==> config.mk <==
export PLATFORM = sky130hd
export DESIGN_NAME = bld_top
export DESIGN_NICKNAME = d
export VERILOG_FILES = /design/src/design/bld_pkg.sv /design/src/design/bld_run_timer.sv /design/src/design/bld_reset_delay.sv /design/src/design/bld_top.sv
export SDC_FILE = /design/constraint.sdc
export NUM_CORES = 1
export LEC_CHECK = 0
export ABC_AREA = 0
export CORE_ASPECT_RATIO = 1.2
export CORE_UTILIZATION = 45
export CTS_CLUSTER_DIAMETER = 200
export DETAILED_ROUTE_END_ITERATION = 10
export DONT_BUFFER_PORTS = 1
export PLACE_DENSITY_LB_ADDON = 0.15
export SYNTH_ARGS = -nofsm -noshare
export SYNTH_HDL_FRONTEND = slang
export SYNTH_SLANG_ARGS = --single-unit
export TNS_END_PERCENT = 20
==> constraint.sdc <==
create_clock -name CLK -period 2.4 [get_ports CLK]
set_input_delay 0.24 -clock CLK [delete_from_list [all_inputs] [get_ports CLK]]
set_output_delay 0.24 -clock CLK [all_outputs]
set_load 0.02 [all_outputs]
==> src/design/bld_pkg.sv <==
// Constants and types for the backlight dimming and lockout block
package bld_pkg;
  localparam int unsigned CLK_PERIOD_NS = 10;
  // Pin timing, in ns as specified
  localparam int unsigned T_ON_NS = 100_000;
  localparam int unsigned T_OFF_NS = 2_000_000;
  localparam int unsigned T_DIM_MIN_NS = 500;
  localparam int unsigned T_DIM_MAX_NS = 500_000;
  localparam int unsigned T_RST_NS = 200_000_000;
  // Least times round up, longest times round down
  localparam int unsigned ON_CYC = (T_ON_NS + CLK_PERIOD_NS - 1) / CLK_PERIOD_NS;
  localparam int unsigned OFF_CYC = (T_OFF_NS + CLK_PERIOD_NS - 1) / CLK_PERIOD_NS;
  localparam int unsigned DIM_MIN_CYC = (T_DIM_MIN_NS + CLK_PERIOD_NS - 1) / CLK_PERIOD_NS;
  localparam int unsigned DIM_MAX_CYC = T_DIM_MAX_NS / CLK_PERIOD_NS;
  localparam int unsigned RST_CYC = (T_RST_NS + CLK_PERIOD_NS - 1) / CLK_PERIOD_NS;
  localparam int unsigned RUN_W = 18;
  localparam int unsigned RST_W = 25;
  // Feedback reference: 32 linear steps, top code is full scale
  localparam int unsigned LEVEL_W = 5;
  localparam logic [LEVEL_W-1:0] LEVEL_FULL = 5'h1f;
  localparam logic [LEVEL_W-1:0] LEVEL_MIN = 5'h00;
  // Register map
  localparam int unsigned ADDR_W = 8;
  localparam logic [ADDR_W-1:0] CTRL_ADDR = 8'h00;
  localparam logic [ADDR_W-1:0] STATUS_ADDR = 8'h04;
  localparam int unsigned BUCK_N = 3;
  localparam int unsigned CTRL_W = 4;
  localparam int unsigned CTRL_CHG_BIT = 0;
  localparam int unsigned CTRL_BUCK_LSB = 1;
  localparam logic [CTRL_W-1:0] CTRL_RESET = 4'he;
  localparam int unsigned ST_LEVEL_LSB = 0;
  localparam int unsigned ST_BOOST_BIT = 5;
  localparam int unsigned ST_OVP_BIT = 6;
  localparam int unsigned ST_AUV_BIT = 7;
  localparam int unsigned ST_AOV_BIT = 8;
  localparam int unsigned ST_RUV_BIT = 9;
  localparam int unsigned ST_RSTREL_BIT = 10;

  typedef enum logic [2:0] {
    BL_OFF = 3'b001,
    BL_ON = 3'b010,
    BL_OVP = 3'b100
  } bld_bl_state_t;

  typedef struct packed {
    logic boost_ovp;
    logic adapter_uv;
    logic adapter_ov;
    logic rail_uv;
    logic reg_one_fb_ok;
    logic charging;
  } bld_sense_t;

  typedef struct packed {
    logic boost_en;
    logic led_sink_en;
    logic [BUCK_N-1:0] buck_en;
    logic adapter_connect;
    logic battery_connect;
    logic charger_en;
  } bld_power_t;
endpackage : bld_pkg

==> src/design/bld_run_timer.sv <==
// Run-length timer: how long the control pin has held its level
`timescale 1ns/1ns
module bld_run_timer #(
  parameter int unsigned W = bld_pkg::RUN_W
)
(
  input wire logic clk,
  input wire logic rst,
  input wire logic level_in,
  output logic level_q,
  output logic [W-1:0] run_q
);
  import bld_pkg::*;

  logic [W-1:0] run_d;

  // Saturates so a pin parked for ages still reads as long
  always_comb
  begin
    run_d = run_q;
    if (level_in != level_q)
    begin
      run_d = '0;
    end
    else if (run_q != '1)
    begin
      run_d = run_q + 1'b1;
    end
  end

  always_ff @(posedge clk)
  begin
    if (rst)
    begin
      level_q <= 1'b0;
      run_q <= '0;
    end
    else
    begin
      level_q <= level_in;
      run_q <= run_d;
    end
  end
endmodule : bld_run_timer

==> src/design/bld_reset_delay.sv <==
// Reset output for the first buck regulator with release delay
`timescale 1ns/1ns
module bld_reset_delay #(
  parameter int unsigned DLY = bld_pkg::RST_CYC,
  parameter int unsigned W = bld_pkg::RST_W
)
(
  input wire logic clk,
  input wire logic rst,
  input wire logic fb_ok,
  output logic hold_q
);
  import bld_pkg::*;

  logic [W-1:0] cnt_q;
  logic [W-1:0] cnt_d;
  logic hold_d;

  always_comb
  begin
    cnt_d = cnt_q;
    hold_d = hold_q;
    if (!fb_ok)
    begin
      cnt_d = '0; // RQ14
      hold_d = 1'b1; // RQ13
    end
    else if (cnt_q >= W'(DLY - 1))
    begin
      hold_d = 1'b0; // RQ14
    end
    else
    begin
      cnt_d = cnt_q + 1'b1;
    end
  end

  always_ff @(posedge clk)
  begin
    if (rst)
    begin
      cnt_q <= '0;
      hold_q <= 1'b1;
    end
    else
    begin
      cnt_q <= cnt_d;
      hold_q <= hold_d;
    end
  end
endmodule : bld_reset_delay

==> src/design/bld_top.sv <==
// Backlight pin decoder, boost latch, supply lockout and APB registers
//
// The APB slave port and the register addresses were left to the implementer.
`timescale 1ns/1ns
// Overview of operation
// [RQ1] Pin high 100us turns boost on at full 0.5V reference.
// [RQ2] Pin low 2ms turns boost off.
// [RQ3] Host dims with a low pulse of 500ns to 500us.
// [RQ4] Each valid dim pulse lowers LED current by 1/32.
// [RQ5] Reference has 32 linear steps; no pulses means plain on/off.
// [RQ6] Boost overvoltage latches boost off until pin low 2ms.
// [RQ7] Adapter undervoltage: disconnect adapter, charger off, indicator floats.
// [RQ8] Adapter undervoltage: battery feeds rail, regulators and sinks keep running.
// [RQ9] Adapter overvoltage: disconnect adapter, charger off, indicator floats.
// [RQ10] Adapter overvoltage: battery feeds rail, regulators keep running.
// [RQ11] Normal adapter use resumes once adapter is back in range.
// [RQ12] Rail undervoltage disables regulators, LED sinks and charger.
// [RQ13] Rail undervoltage floats indicator and asserts regulator one reset.
// [RQ14] Reset is open-drain low, released 200ms after feedback good.
// [RQ15] Too short lows ignored; over-long lows below 2ms change nothing.
// [RQ16] Level floors at lowest step, full scale on every power-up.
module bld_top #(
  parameter int unsigned ON_CYCLES = bld_pkg::ON_CYC,
  parameter int unsigned OFF_CYCLES = bld_pkg::OFF_CYC,
  parameter int unsigned DIM_MAX_CYCLES = bld_pkg::DIM_MAX_CYC,
  parameter int unsigned RESET_CYCLES = bld_pkg::RST_CYC
)
(
  input wire logic CLK,
  input wire logic RST,
  input wire logic PSEL,
  input wire logic PENABLE,
  input wire logic PWRITE,
  input wire logic [bld_pkg::ADDR_W-1:0] PADDR,
  input wire logic [31:0] PWDATA,
  output logic [31:0] PRDATA,
  output logic PREADY,
  output logic PSLVERR,
  input wire logic BACKLIGHT_CTRL_PIN,
  input wire bld_pkg::bld_sense_t SENSE,
  output bld_pkg::bld_power_t POWER,
  output logic [bld_pkg::LEVEL_W-1:0] BOOST_FEEDBACK_REF,
  output logic CHARGE_IND_O,
  output logic CHARGE_IND_OE,
  output logic REG_ONE_RESET_N_O,
  output logic REG_ONE_RESET_N_OE
);
  import bld_pkg::*;

  // ==========================================================
  // Control pin timing
  logic pin_q;
  logic [RUN_W-1:0] run_q;
  logic rise;
  logic long_high;
  logic long_low;
  logic dim_ok;

  bld_run_timer #(
    .W(RUN_W)
  ) u_run (
    .clk(CLK),
    .rst(RST),
    .level_in(BACKLIGHT_CTRL_PIN),
    .level_q(pin_q),
    .run_q(run_q)
  );

  // On a rising edge the low just ended has lasted run_q + 1 cycles
  assign rise = BACKLIGHT_CTRL_PIN && !pin_q;
  assign long_high = pin_q && (run_q >= RUN_W'(ON_CYCLES - 1)); // RQ1
  assign long_low = !pin_q && (run_q >= RUN_W'(OFF_CYCLES - 1)); // RQ2
  assign dim_ok = rise && (run_q >= RUN_W'(DIM_MIN_CYC - 1))
    && (run_q <= RUN_W'(DIM_MAX_CYCLES - 1)); // RQ3 RQ15

  // ==========================================================
  // Boost state and dimming level
  bld_bl_state_t st_q;
  bld_bl_state_t st_d;
  logic [LEVEL_W-1:0] lvl_q;
  logic [LEVEL_W-1:0] lvl_d;

  always_comb
  begin
    st_d = st_q;
    lvl_d = lvl_q;
    case (st_q)
      BL_OFF:
      begin
        if (long_high)
        begin
          st_d = BL_ON; // RQ1
          lvl_d = LEVEL_FULL; // RQ16
        end
      end
      BL_ON:
      begin
        if (SENSE.boost_ovp)
        begin
          st_d = BL_OVP; // RQ6
        end
        else if (long_low)
        begin
          st_d = BL_OFF; // RQ2
        end
        else if (dim_ok && lvl_q != LEVEL_MIN)
        begin
          lvl_d = lvl_q - 1'b1; // RQ4 RQ5 RQ16
        end
      end
      BL_OVP:
      begin
        // Only a long low clears the latch; the pin's level alone does not
        if (long_low)
        begin
          st_d = BL_OFF; // RQ6
        end
      end
      default:
      begin
        st_d = BL_OFF;
      end
    endcase
  end

  always_ff @(posedge CLK)
  begin
    if (RST)
    begin
      st_q <= BL_OFF;
      lvl_q <= LEVEL_FULL;
    end
    else
    begin
      st_q <= st_d;
      lvl_q <= lvl_d;
    end
  end

  assign BOOST_FEEDBACK_REF = lvl_q; // RQ5

  // ==========================================================
  // Supply lockout
  logic [CTRL_W-1:0] ctrl_q;
  logic [CTRL_W-1:0] ctrl_d;
  logic adapter_ok;
  bld_power_t pwr_d;
  logic chg_oe_d;
  logic rst_hold;

  assign adapter_ok = !SENSE.adapter_uv && !SENSE.adapter_ov; // RQ11

  always_comb
  begin
    pwr_d.adapter_connect = adapter_ok; // RQ7 RQ9 RQ11
    pwr_d.battery_connect = !adapter_ok; // RQ8 RQ10
    // Regulators survive adapter lockout but not a sagging rail
    pwr_d.buck_en = SENSE.rail_uv ? '0 : ctrl_q[CTRL_BUCK_LSB +: BUCK_N]; // RQ12
    pwr_d.boost_en = (st_q == BL_ON) && !SENSE.rail_uv; // RQ6 RQ12
    pwr_d.led_sink_en = (st_q == BL_ON) && !SENSE.rail_uv; // RQ8 RQ12
    pwr_d.charger_en = adapter_ok && !SENSE.rail_uv && ctrl_q[CTRL_CHG_BIT]; // RQ7 RQ9 RQ12
    chg_oe_d = pwr_d.charger_en && SENSE.charging; // RQ7 RQ9 RQ13
  end

  always_ff @(posedge CLK)
  begin
    if (RST)
    begin
      POWER <= '0;
      CHARGE_IND_OE <= 1'b0;
    end
    else
    begin
      POWER <= pwr_d;
      CHARGE_IND_OE <= chg_oe_d;
    end
  end

  assign CHARGE_IND_O = 1'b0;

  bld_reset_delay #(
    .DLY(RESET_CYCLES),
    .W(RST_W)
  ) u_rst (
    .clk(CLK),
    .rst(RST),
    .fb_ok(SENSE.reg_one_fb_ok && ctrl_q[CTRL_BUCK_LSB] && !SENSE.rail_uv), // RQ13
    .hold_q(rst_hold)
  );

  // Open drain: only ever pulls low
  assign REG_ONE_RESET_N_O = 1'b0; // RQ14
  assign REG_ONE_RESET_N_OE = rst_hold; // RQ14

  // ==========================================================
  // APB slave, zero wait states
  logic setup;
  logic access;
  logic hit_ctrl;
  logic hit_stat;
  logic [31:0] status;
  logic [31:0] rdata_d;

  assign setup = PSEL && !PENABLE;
  assign access = PSEL && PENABLE;
  assign PREADY = 1'b1;

  always_comb
  begin
    hit_ctrl = 1'b0;
    hit_stat = 1'b0;
    if (PADDR == CTRL_ADDR)
    begin
      hit_ctrl = 1'b1;
    end
    else if (PADDR == STATUS_ADDR)
    begin
      hit_stat = 1'b1;
    end
  end

  assign PSLVERR = access && !hit_ctrl && !hit_stat;

  always_comb
  begin
    status = '0;
    status[ST_LEVEL_LSB +: LEVEL_W] = lvl_q;
    status[ST_BOOST_BIT] = (st_q == BL_ON);
    status[ST_OVP_BIT] = (st_q == BL_OVP);
    status[ST_AUV_BIT] = SENSE.adapter_uv;
    status[ST_AOV_BIT] = SENSE.adapter_ov;
    status[ST_RUV_BIT] = SENSE.rail_uv;
    status[ST_RSTREL_BIT] = !rst_hold;
  end

  always_comb
  begin
    ctrl_d = ctrl_q;
    rdata_d = PRDATA;
    if (access && PWRITE && hit_ctrl)
    begin
      ctrl_d = PWDATA[CTRL_W-1:0];
    end
    // Read data is caught in setup so it is a flop in the access phase
    if (setup)
    begin
      if (hit_ctrl)
      begin
        rdata_d = {{(32 - CTRL_W){1'b0}}, ctrl_q};
      end
      else if (hit_stat)
      begin
        rdata_d = status;
      end
      else
      begin
        rdata_d = '0;
      end
    end
  end

  always_ff @(posedge CLK)
  begin
    if (RST)
    begin
      ctrl_q <= CTRL_RESET;
      PRDATA <= '0;
    end
    else
    begin
      ctrl_q <= ctrl_d;
      PRDATA <= rdata_d;
    end
  end
endmodule : bld_top

Word-level counts from Yosys, hierarchy flattened
Index checks and enable logic that the tools add are counted.
{"block": "word_totals", "register_bits": 97, "in_bits": 52, "out_inout_bits": 51}
{"block": "op_classes", "n_reduce_logical": 35, "mux": 14, "n_addsub": 3, "order_cmp": 5, "eq_ne": 10, "bitwise_logic": 1}
{"op": "25-bit by 1-bit adder with 25-bit output (second input constant)", "n": 1}
{"op": "25-bit greater-or-equal comparator (second input constant)", "n": 1}
{"op": "11-bit 2-to-1 mux", "n": 2}
{"op": "5-bit 2-to-1 mux", "n": 4}
{"op": "1-bit logical AND", "n": 19}
{"op": "18-bit by 1-bit adder with 18-bit output (second input constant)", "n": 1}
{"op": "18-bit by 14-bit greater-or-equal comparator with 1-bit output (second input constant)", "n": 1}
{"op": "18-bit greater-or-equal comparator (second input constant)", "n": 1}
{"op": "18-bit by 6-bit greater-or-equal comparator with 1-bit output (second input constant)", "n": 1}
{"op": "18-bit by 16-bit <= comparator with 1-bit output (second input constant)", "n": 1}
{"op": "18-bit != test (second input constant)", "n": 1}
{"op": "5-bit case mux with 2 select lines", "n": 1}
{"op": "1-bit zero test", "n": 9}
{"op": "3-bit 2-to-1 mux", "n": 3}
{"op": "3-bit case mux with 3 select lines", "n": 1}
{"op": "8-bit by 3-bit equality test with 1-bit output (second input constant)", "n": 1}
{"op": "8-bit zero test", "n": 1}
{"op": "2-bit != test (second input constant)", "n": 3}
{"op": "2-bit OR reduction", "n": 3}
{"op": "5-bit AND reduction", "n": 1}
{"op": "5-bit nonzero test", "n": 1}
{"op": "5-bit by 1-bit subtractor with 5-bit output (second input constant)", "n": 1}
{"op": "3-bit by 1-bit equality test with 1-bit output (second input constant)", "n": 1}
{"op": "3-bit by 2-bit equality test with 1-bit output (second input constant)", "n": 1}
{"op": "other kinds (6)", "n": 8}

Depth between registers and ports, before layout
Gate-level depths: netlist of run 1.
{"block": "logic_depth", "word_depth": 9, "depth_mapped": 9}

Cells and area by module
A second synthesis of run 1 with hierarchy kept.
{"block": "hier_totals", "cells_unflattened": 484, "hier_area_um2": 4201.5}
{"mod": "bld_top", "cells_each": 197, "area_per_inst_um2": 1720.4, "seq_area_each_um2": 620.6, "n_inst": 1}
{"mod": "bld_reset_delay", "cells_each": 180, "area_per_inst_um2": 1471.4, "seq_area_each_um2": 520.5, "n_inst": 1}
{"mod": "bld_run_timer", "cells_each": 107, "area_per_inst_um2": 1009.7, "seq_area_each_um2": 380.4, "n_inst": 1}

Least setup slack after synthesis of run 1
No wires, ideal clock.
{"block": "synth_path", "path_type": "reg2reg", "start": "reg u_rst.cnt_q[12]", "end": "reg u_rst.cnt_q[19]", "required_ps": 2329, "arrival_ps": 1929, "slack_ps": 400, "path_stages_with_launch": 9, "setup_time_ps": 71, "cell_sequence": "dfxtp_1 buf_6 or3_1 a41o_1 o211ai_2 nand3_2 buf_2 or4_1 a21oi_1"}
{"block": "synth_between", "elab_chain_cells": 1}
{"element": "start, declared", "line": "bld_reset_delay.sv:15", "source": "logic [W-1:0] cnt_q;"}
{"element": "start signal, assigned", "line": "bld_reset_delay.sv:47", "source": "cnt_q <= cnt_d;"}
{"element": "25-bit by 1-bit adder with 25-bit output / 25-bit greater-or-equal comparator (equally long branches)", "line": "bld_reset_delay.sv:34, bld_reset_delay.sv:28"}
Parallel ways exist; a longest one is shown, timed or not.
A chain may end at the register's enable or synchronous reset.

Worst setup path after layout of run 1
{"block": "layout_path", "start": "reg u_rst.cnt_q[8]", "end": "reg u_rst.cnt_q[8]"}
Same word-level chain as after synthesis.

==> results of run 1 <==
==> where the power goes <==
| part | switching, µW | internal (µW) |
|---|---|---|
| sequential | 12.6 | 1270 |
| clock | 502 | 698 |
| combinational | 69.3 | 23.2 |
==> placed cells by master, fill, tap and decap left out, types with 4 or more instances in the layout <==
cell	Yosys	routed
ha_1	7	7
and4_1	4	4
o21ai_0	22	22
a21oi_1	25	25
nand3_1	26	26
conb_1	2	24
xor2_1	11	11
or4_1	7	7
or3_1	16	16
inv_1	14	14
nor4_1	8	8
dfxtp_1	76	76
dlygate4sd3_1	0	5
a22oi_1	12	12
and3_1	7	7
clkbuf_8	0	9
nor3_1	20	20
buf_4	25	11
o31ai_1	5	5
a211o_1	4	4
xnor2_1	8	8
and2_1	10	10
nand2b_1	5	5
nor2b_1	4	4
nor2_1	57	57
a31oi_1	5	5
nand2_1	26	26
mux2_2	4	4
nand4_1	7	7
==> worst register-to-register path: stages (launching register included) <==
cell and delay [ps]:
dfxtp_1 340, or3_1 390, a41o_1 250, o211ai_2 130
nand3_2 240, buf_4 270, or3_1 350, a21oi_1 150
==> logic make-up after synthesis <==
logic type      after synthesis  share of synthesized area
fa+ha+maj                     7                     0.0229
flops                        76                      0.398
mux                           7                     0.0196
simple gates                209                      0.284
xor+xnor                     19                     0.0435
buf+inv                      59                     0.0854
compound gates               87                      0.145
other cells                   2                    0.00196
==> state kept, by name (all words and copies together) (netlist names) <==
| name | flops |
|---|---|
| POWER | 7 |
| u_rst.hold_q | 1 |
| PRDATA | 11 |
| u_run.run_q | 18 |
| u_run.level_q | 1 |
| BOOST_FEEDBACK_REF | 5 |
| CHARGE_IND_OE | 1 |
| u_rst.cnt_q | 25 |
| ctrl_q | 4 |
| st_q | 3 |
==> how the worst max path moves through the flow <==
stage | end | depth (start not counted)
final | u_rst.cnt_q[8] | 7
after global routing | u_rst.cnt_q[11] | 7
after CTS | u_rst.cnt_q[8] | 7
after detailed placement | u_rst.cnt_q[8] | 7
after global placement | u_rst.cnt_q[10] | 7
after floorplan | u_rst.cnt_q[19] | 8
==> final cells by class <==
cell class,instances,share of cell area
Clock inverter,7,0.0298
Multi-Input combinational cell,353,0.495
Inverter,14,0.0126
Tap cell,114,0.0343
Timing Repair Buffer,16,0.0319
Sequential cell,76,0.366
Clock buffer,9,0.0298
==> per-stage QoR <==
step,power (µW),setup WS [ps],hold WS (ps),utilization,std cells
2_1_floorplan,1420,400,317,-,488
3_3_place_gp,1390,221,315,0.471,568
3_5_place_dp,1390,212,316,0.471,568
4_1_cts,2610,183,0.574,0.507,589
5_1_grt,2680,40.1,10.8,0.507,589
6_report,2570,205,21.6,0.507,589
==> metal layers <==
layer / global-route usage / wire [µm]
met1: 0.217 / 3560
met2: 0.344 / 4010
met3: 0.0432 / 324
met4: 0.0808 / 148
met5: 0 / 0
==> impl_metrics.toml, run 1 <==
[power]
p_leak_uw = 0.00149
ir_worst_vdd_v = 0.000340
pwr_density_cell_nw_per_um2 = 619

[cts]
tritoncts = "done"
cts_resized = 0
cts_setup_buffers = 0
clk_pin_slew_ps = 90
clock-root-buffer = "clkbuf_8"
clockBufferDepth = 2
clock-sinks = 76
clock_latency_ps = 350
cts_buffers = 9
h-tree-depth = 3
cts_hold_buffers = 5

[yosys]
yosys.area.top_type = "dfxtp_1"
synth-edff-count = 0
mappedNetlistArea_um2 = 3820
post-synth-top-area-fraction = 0.398
ys_seq_area_frac = 0.398
ys_warn_count = 0
netlist_top_cells_area = "dfxtp_1 (40%), nor2_1 (5.6%), buf_4 (4.9%)"
syn-instance-count = 466
ys_types = 53
synth_most_common_cell = "dfxtp_1"
ys_top_cells_by_count = "dfxtp_1 (76), nor2_1 (57), nand2_1 (26), nand3_1 (26)"
ys_seq_elements = 76
syn_avg_cell_area_um2 = 8.21
async_reset_ff_frac = 0
yosys_most_used_dff = "dfxtp_1"

[detailed_routing]
ant_nets = 0
wirelength_um = 8050
drt-initial-drc-count = 128
drc = 0
wl_per_cell_um = 13.7
via_count = 3185
vias_per_cell = 5.41
dr.pass1.iters = 5

[sta]
hold_viol_final = 0
fin_crit_sh = 0.914
setup_tns_ps = 0
rsz0062_at_grt = "no"
tightestPinTransition_ps = 753
slew_headroom = 0.496
max_freq_mhz = 456
drv_slew = 0
period_needed_ps = 2190
setup_viol = 0
skew_ps = 7.55

[setup_path]
critPathBufInv = 1
reg2reg_from = "u_rst.cnt_q[8]"
crit_chain = "or3_1 > a41o_1 > o211ai_2 > nand3_2 > buf_4 > or3_1 > a21oi_1"
critPathTopFamily = "simple AND/OR/NAND/NOR gates"
r2r_cells = 7
end_kind = "flop"
slowest_stage = "or3_1"
cp.arrival_ps = 2450
worst_path_largest_cell_delay_ps = 390
worstSetupStartpointType = "flop"
crit_type = "reg -> reg"
cp.required_ps = 2660
worst_path_most_repeated_cell = "or3_1"
cp_max_fo = 21
r2r_end = "u_rst.cnt_q[8]"
critPathLaunch = "u_rst.cnt_q[8]"
rrSetupSlack_ps = 210

[global_routing]
overflow = 0
grt_max_degree = 22
grt_first_pass_wirelength_um = 13400
grt_pass1_vias = 2929
track_usage = 0.191
antenna_found_initial = 0

[placed_design]
dpl_cell_area_um2 = 3860
hpwl_um = 5730
gp_congestion = 0.927
port_buffers = 0

[floorplan]
fp.dieH_um = 103
boundaryPins = 103
dieArea_um2 = 8870
fp.dieW_um = 86.1
start_util = 0.466
core-area_um2 = 8200
std_cell_rows = 36

[finish]
fin_nets = 529
drive_gt1_frac = 0.0758
multi_input_area_um2 = 2060
fillers = 817
final_area_um2 = 4160
area_growth_syn_to_layout_pct = 8.67
seq_area_um2 = 1520
diodes = 0

[hold_path]
holdCritPathClass = "in -> reg"
min-delay-start = "SENSE[4]"
hold-path-endpoint = "POWER[1]"
min_path_cells = 2

[status]
status = "completed"

[job]
maxCapViolCount = 0
No activity file was read; power rests on OpenSTA's default activity.
==> inputs of run 2 (changes only) <==
Settings changed: CORE_MARGIN set to 2.
==> impl_metrics.toml, run 2 (synthesis gave the netlist of run 1 again) <==
[status]
status = "completed"

[sta]
rsz0062_at_grt = "no"
setup_viol = 0
fin_crit_sh = 0.914
hold_viol_final = 0
period_needed_ps = 2190
drv_slew = 0
skew_ps = 12.7
slew_headroom = 0.482
tightestPinTransition_ps = 774
max_freq_mhz = 456
setup_tns_ps = 0

[finish]
fillers = 829
area_growth_syn_to_layout_pct = 9.91
layout_commonest_cell = "dfxtp_1"
fin_nets = 531
seq_area_um2 = 1520
utilization = 0.513
largest_register_ff_count = 25
largest_register = "u_rst.cnt_q"
drive_gt1_frac = 0.0776
biggestRegsByFlops = "u_rst.cnt_q (25), u_run.run_q (18), PRDATA (11)"
layout_common_cells = "dfxtp_1 (76), nor2_1 (57), nand2_1 (26), nand3_1 (26), a21oi_1 (25)"
multi_input_area_um2 = 2070
diodes = 0

[cts]
clockBufferDepth = 2
clk_pin_slew_ps = 80
clock-sinks = 76
cts_buffers = 9
cts_setup_buffers = 0
h-tree-depth = 3
tritoncts = "done"
clock-root-buffer = "clkbuf_8"
clock_latency_ps = 360

[setup_path]
cp.arrival_ps = 2470
slowest_stage = "or4b_1"
end_kind = "flop"
worst_path_largest_cell_delay_ps = 460
cp.required_ps = 2680
crit_type = "reg -> reg"
worstSetupStartpointType = "flop"
cp_max_fo = 5
crit_chain = "inv_1 > ha_1 > or4b_1 > a31oi_1 > o311ai_1 > a22oi_1 > a211oi_1 > a31oi_1"
rrSetupSlack_ps = 210
worst_path_most_repeated_cell = "a31oi_1"

[floorplan]
boundaryPins = 103
core-area_um2 = 8200
start_util = 0.466
dieArea_um2 = 9250
fp.dieH_um = 105
fp.dieW_um = 88.1
std_cell_rows = 36

[global_routing]
grt_max_degree = 22
track_usage = 0.181
grt_pass1_vias = 2952
grt_first_pass_wirelength_um = 13300
antenna_found_initial = 0
overflow = 0

[power]
ir_worst_vdd_v = 0.000325
pwr_density_cell_nw_per_um2 = 638
p_leak_uw = 0.00152

[detailed_routing]
drc = 0
ant_nets = 0
wirelength_um = 8130
vias_per_cell = 5.41
dr.pass1.iters = 4
drt-initial-drc-count = 184
wl_per_cell_um = 13.7
via_count = 3198

[placed_design]
port_buffers = 0
gp_congestion = 0.871
hpwl_um = 5800

[job]
maxCapViolCount = 0

[hold_path]
holdCritPathClass = "in -> reg"
==> run 2: cell types whose count changed in the layout (fill, tap and decap cells not counted), sizes merged <==
cell,delta
clkinvlp,-1
dlygate4sd3,+1
buf,+1
bufinv,+1
clkinv,-1
inv,+1
==> run 2: layout make-up <==
cell class                      instances  share of cell area
Clock buffer                            9              0.0295
Clock inverter                          7              0.0348
Inverter                               14              0.0125
Multi-Input combinational cell        353               0.492
Sequential cell                        76               0.362
Tap cell                              114              0.0339
Timing Repair Buffer                   18              0.0357
==> run 2: where the power goes <==
| part | switching, µW | internal [µW] |
|---|---|---|
| logic | 69.7 | 23.0 |
| clock network | 504 | 805 |
| registers | 12.5 | 1270 |
| total | 586 | 2100 |
==> run 2: path summary, 6_finish.rpt <==
path                               startpoint                    end  cells after the start
worst max-delay path            u_run.level_q  BOOST_FEEDBACK_REF[3]                      8
worst min register to register        st_q[0]                st_q[2]                      1
worst min-delay path                 SENSE[3]               POWER[1]                      2
worst max register to register  u_run.level_q  BOOST_FEEDBACK_REF[3]                      8
==> run 2: worst max-delay path, delay by kind of cell (launching register included) <==
kind	cells	cell delay, ps
AO/OA/AOI/OAI	5	1100
adder cells (fa/ha/maj)	1	140
buffers and inverters	1	80
flip-flops	1	340
AND/OR/NAND/NOR	1	460
==> run 2: through the flow <==
stage	cells	hold WS [ps]	cell area, µm²	worst slack, ps	total power [µW]
3_5_place_dp	569	318	3860	178	1390
6_report	591	20.6	4200	206	2680
2_1_floorplan	488	317	3910	400	1420
4_1_cts	591	3.71	4200	158	2720
3_3_place_gp	569	315	3860	204	1390
5_1_grt	591	15.3	4200	43.6	2780
==> run 2: timing repair <==
| item | 4_1_cts | 5_1_grt |
|---|---|---|
| resized for setup | 0 | 1 |
| hold endpoints to repair | 22 | 0 |
| hold buffers | 6 | 0 |
| setup endpoints to repair | 0 | 3 |
==> run 2: layer usage <==
layer  share of wire  track usage  vias to the layer above
li1                -            -                     1620
met1            0.44        0.217                     1478
met2            0.49        0.304                       88
met3           0.047       0.0379                       12
met4           0.022       0.0855                        0
met5               0            0                        -
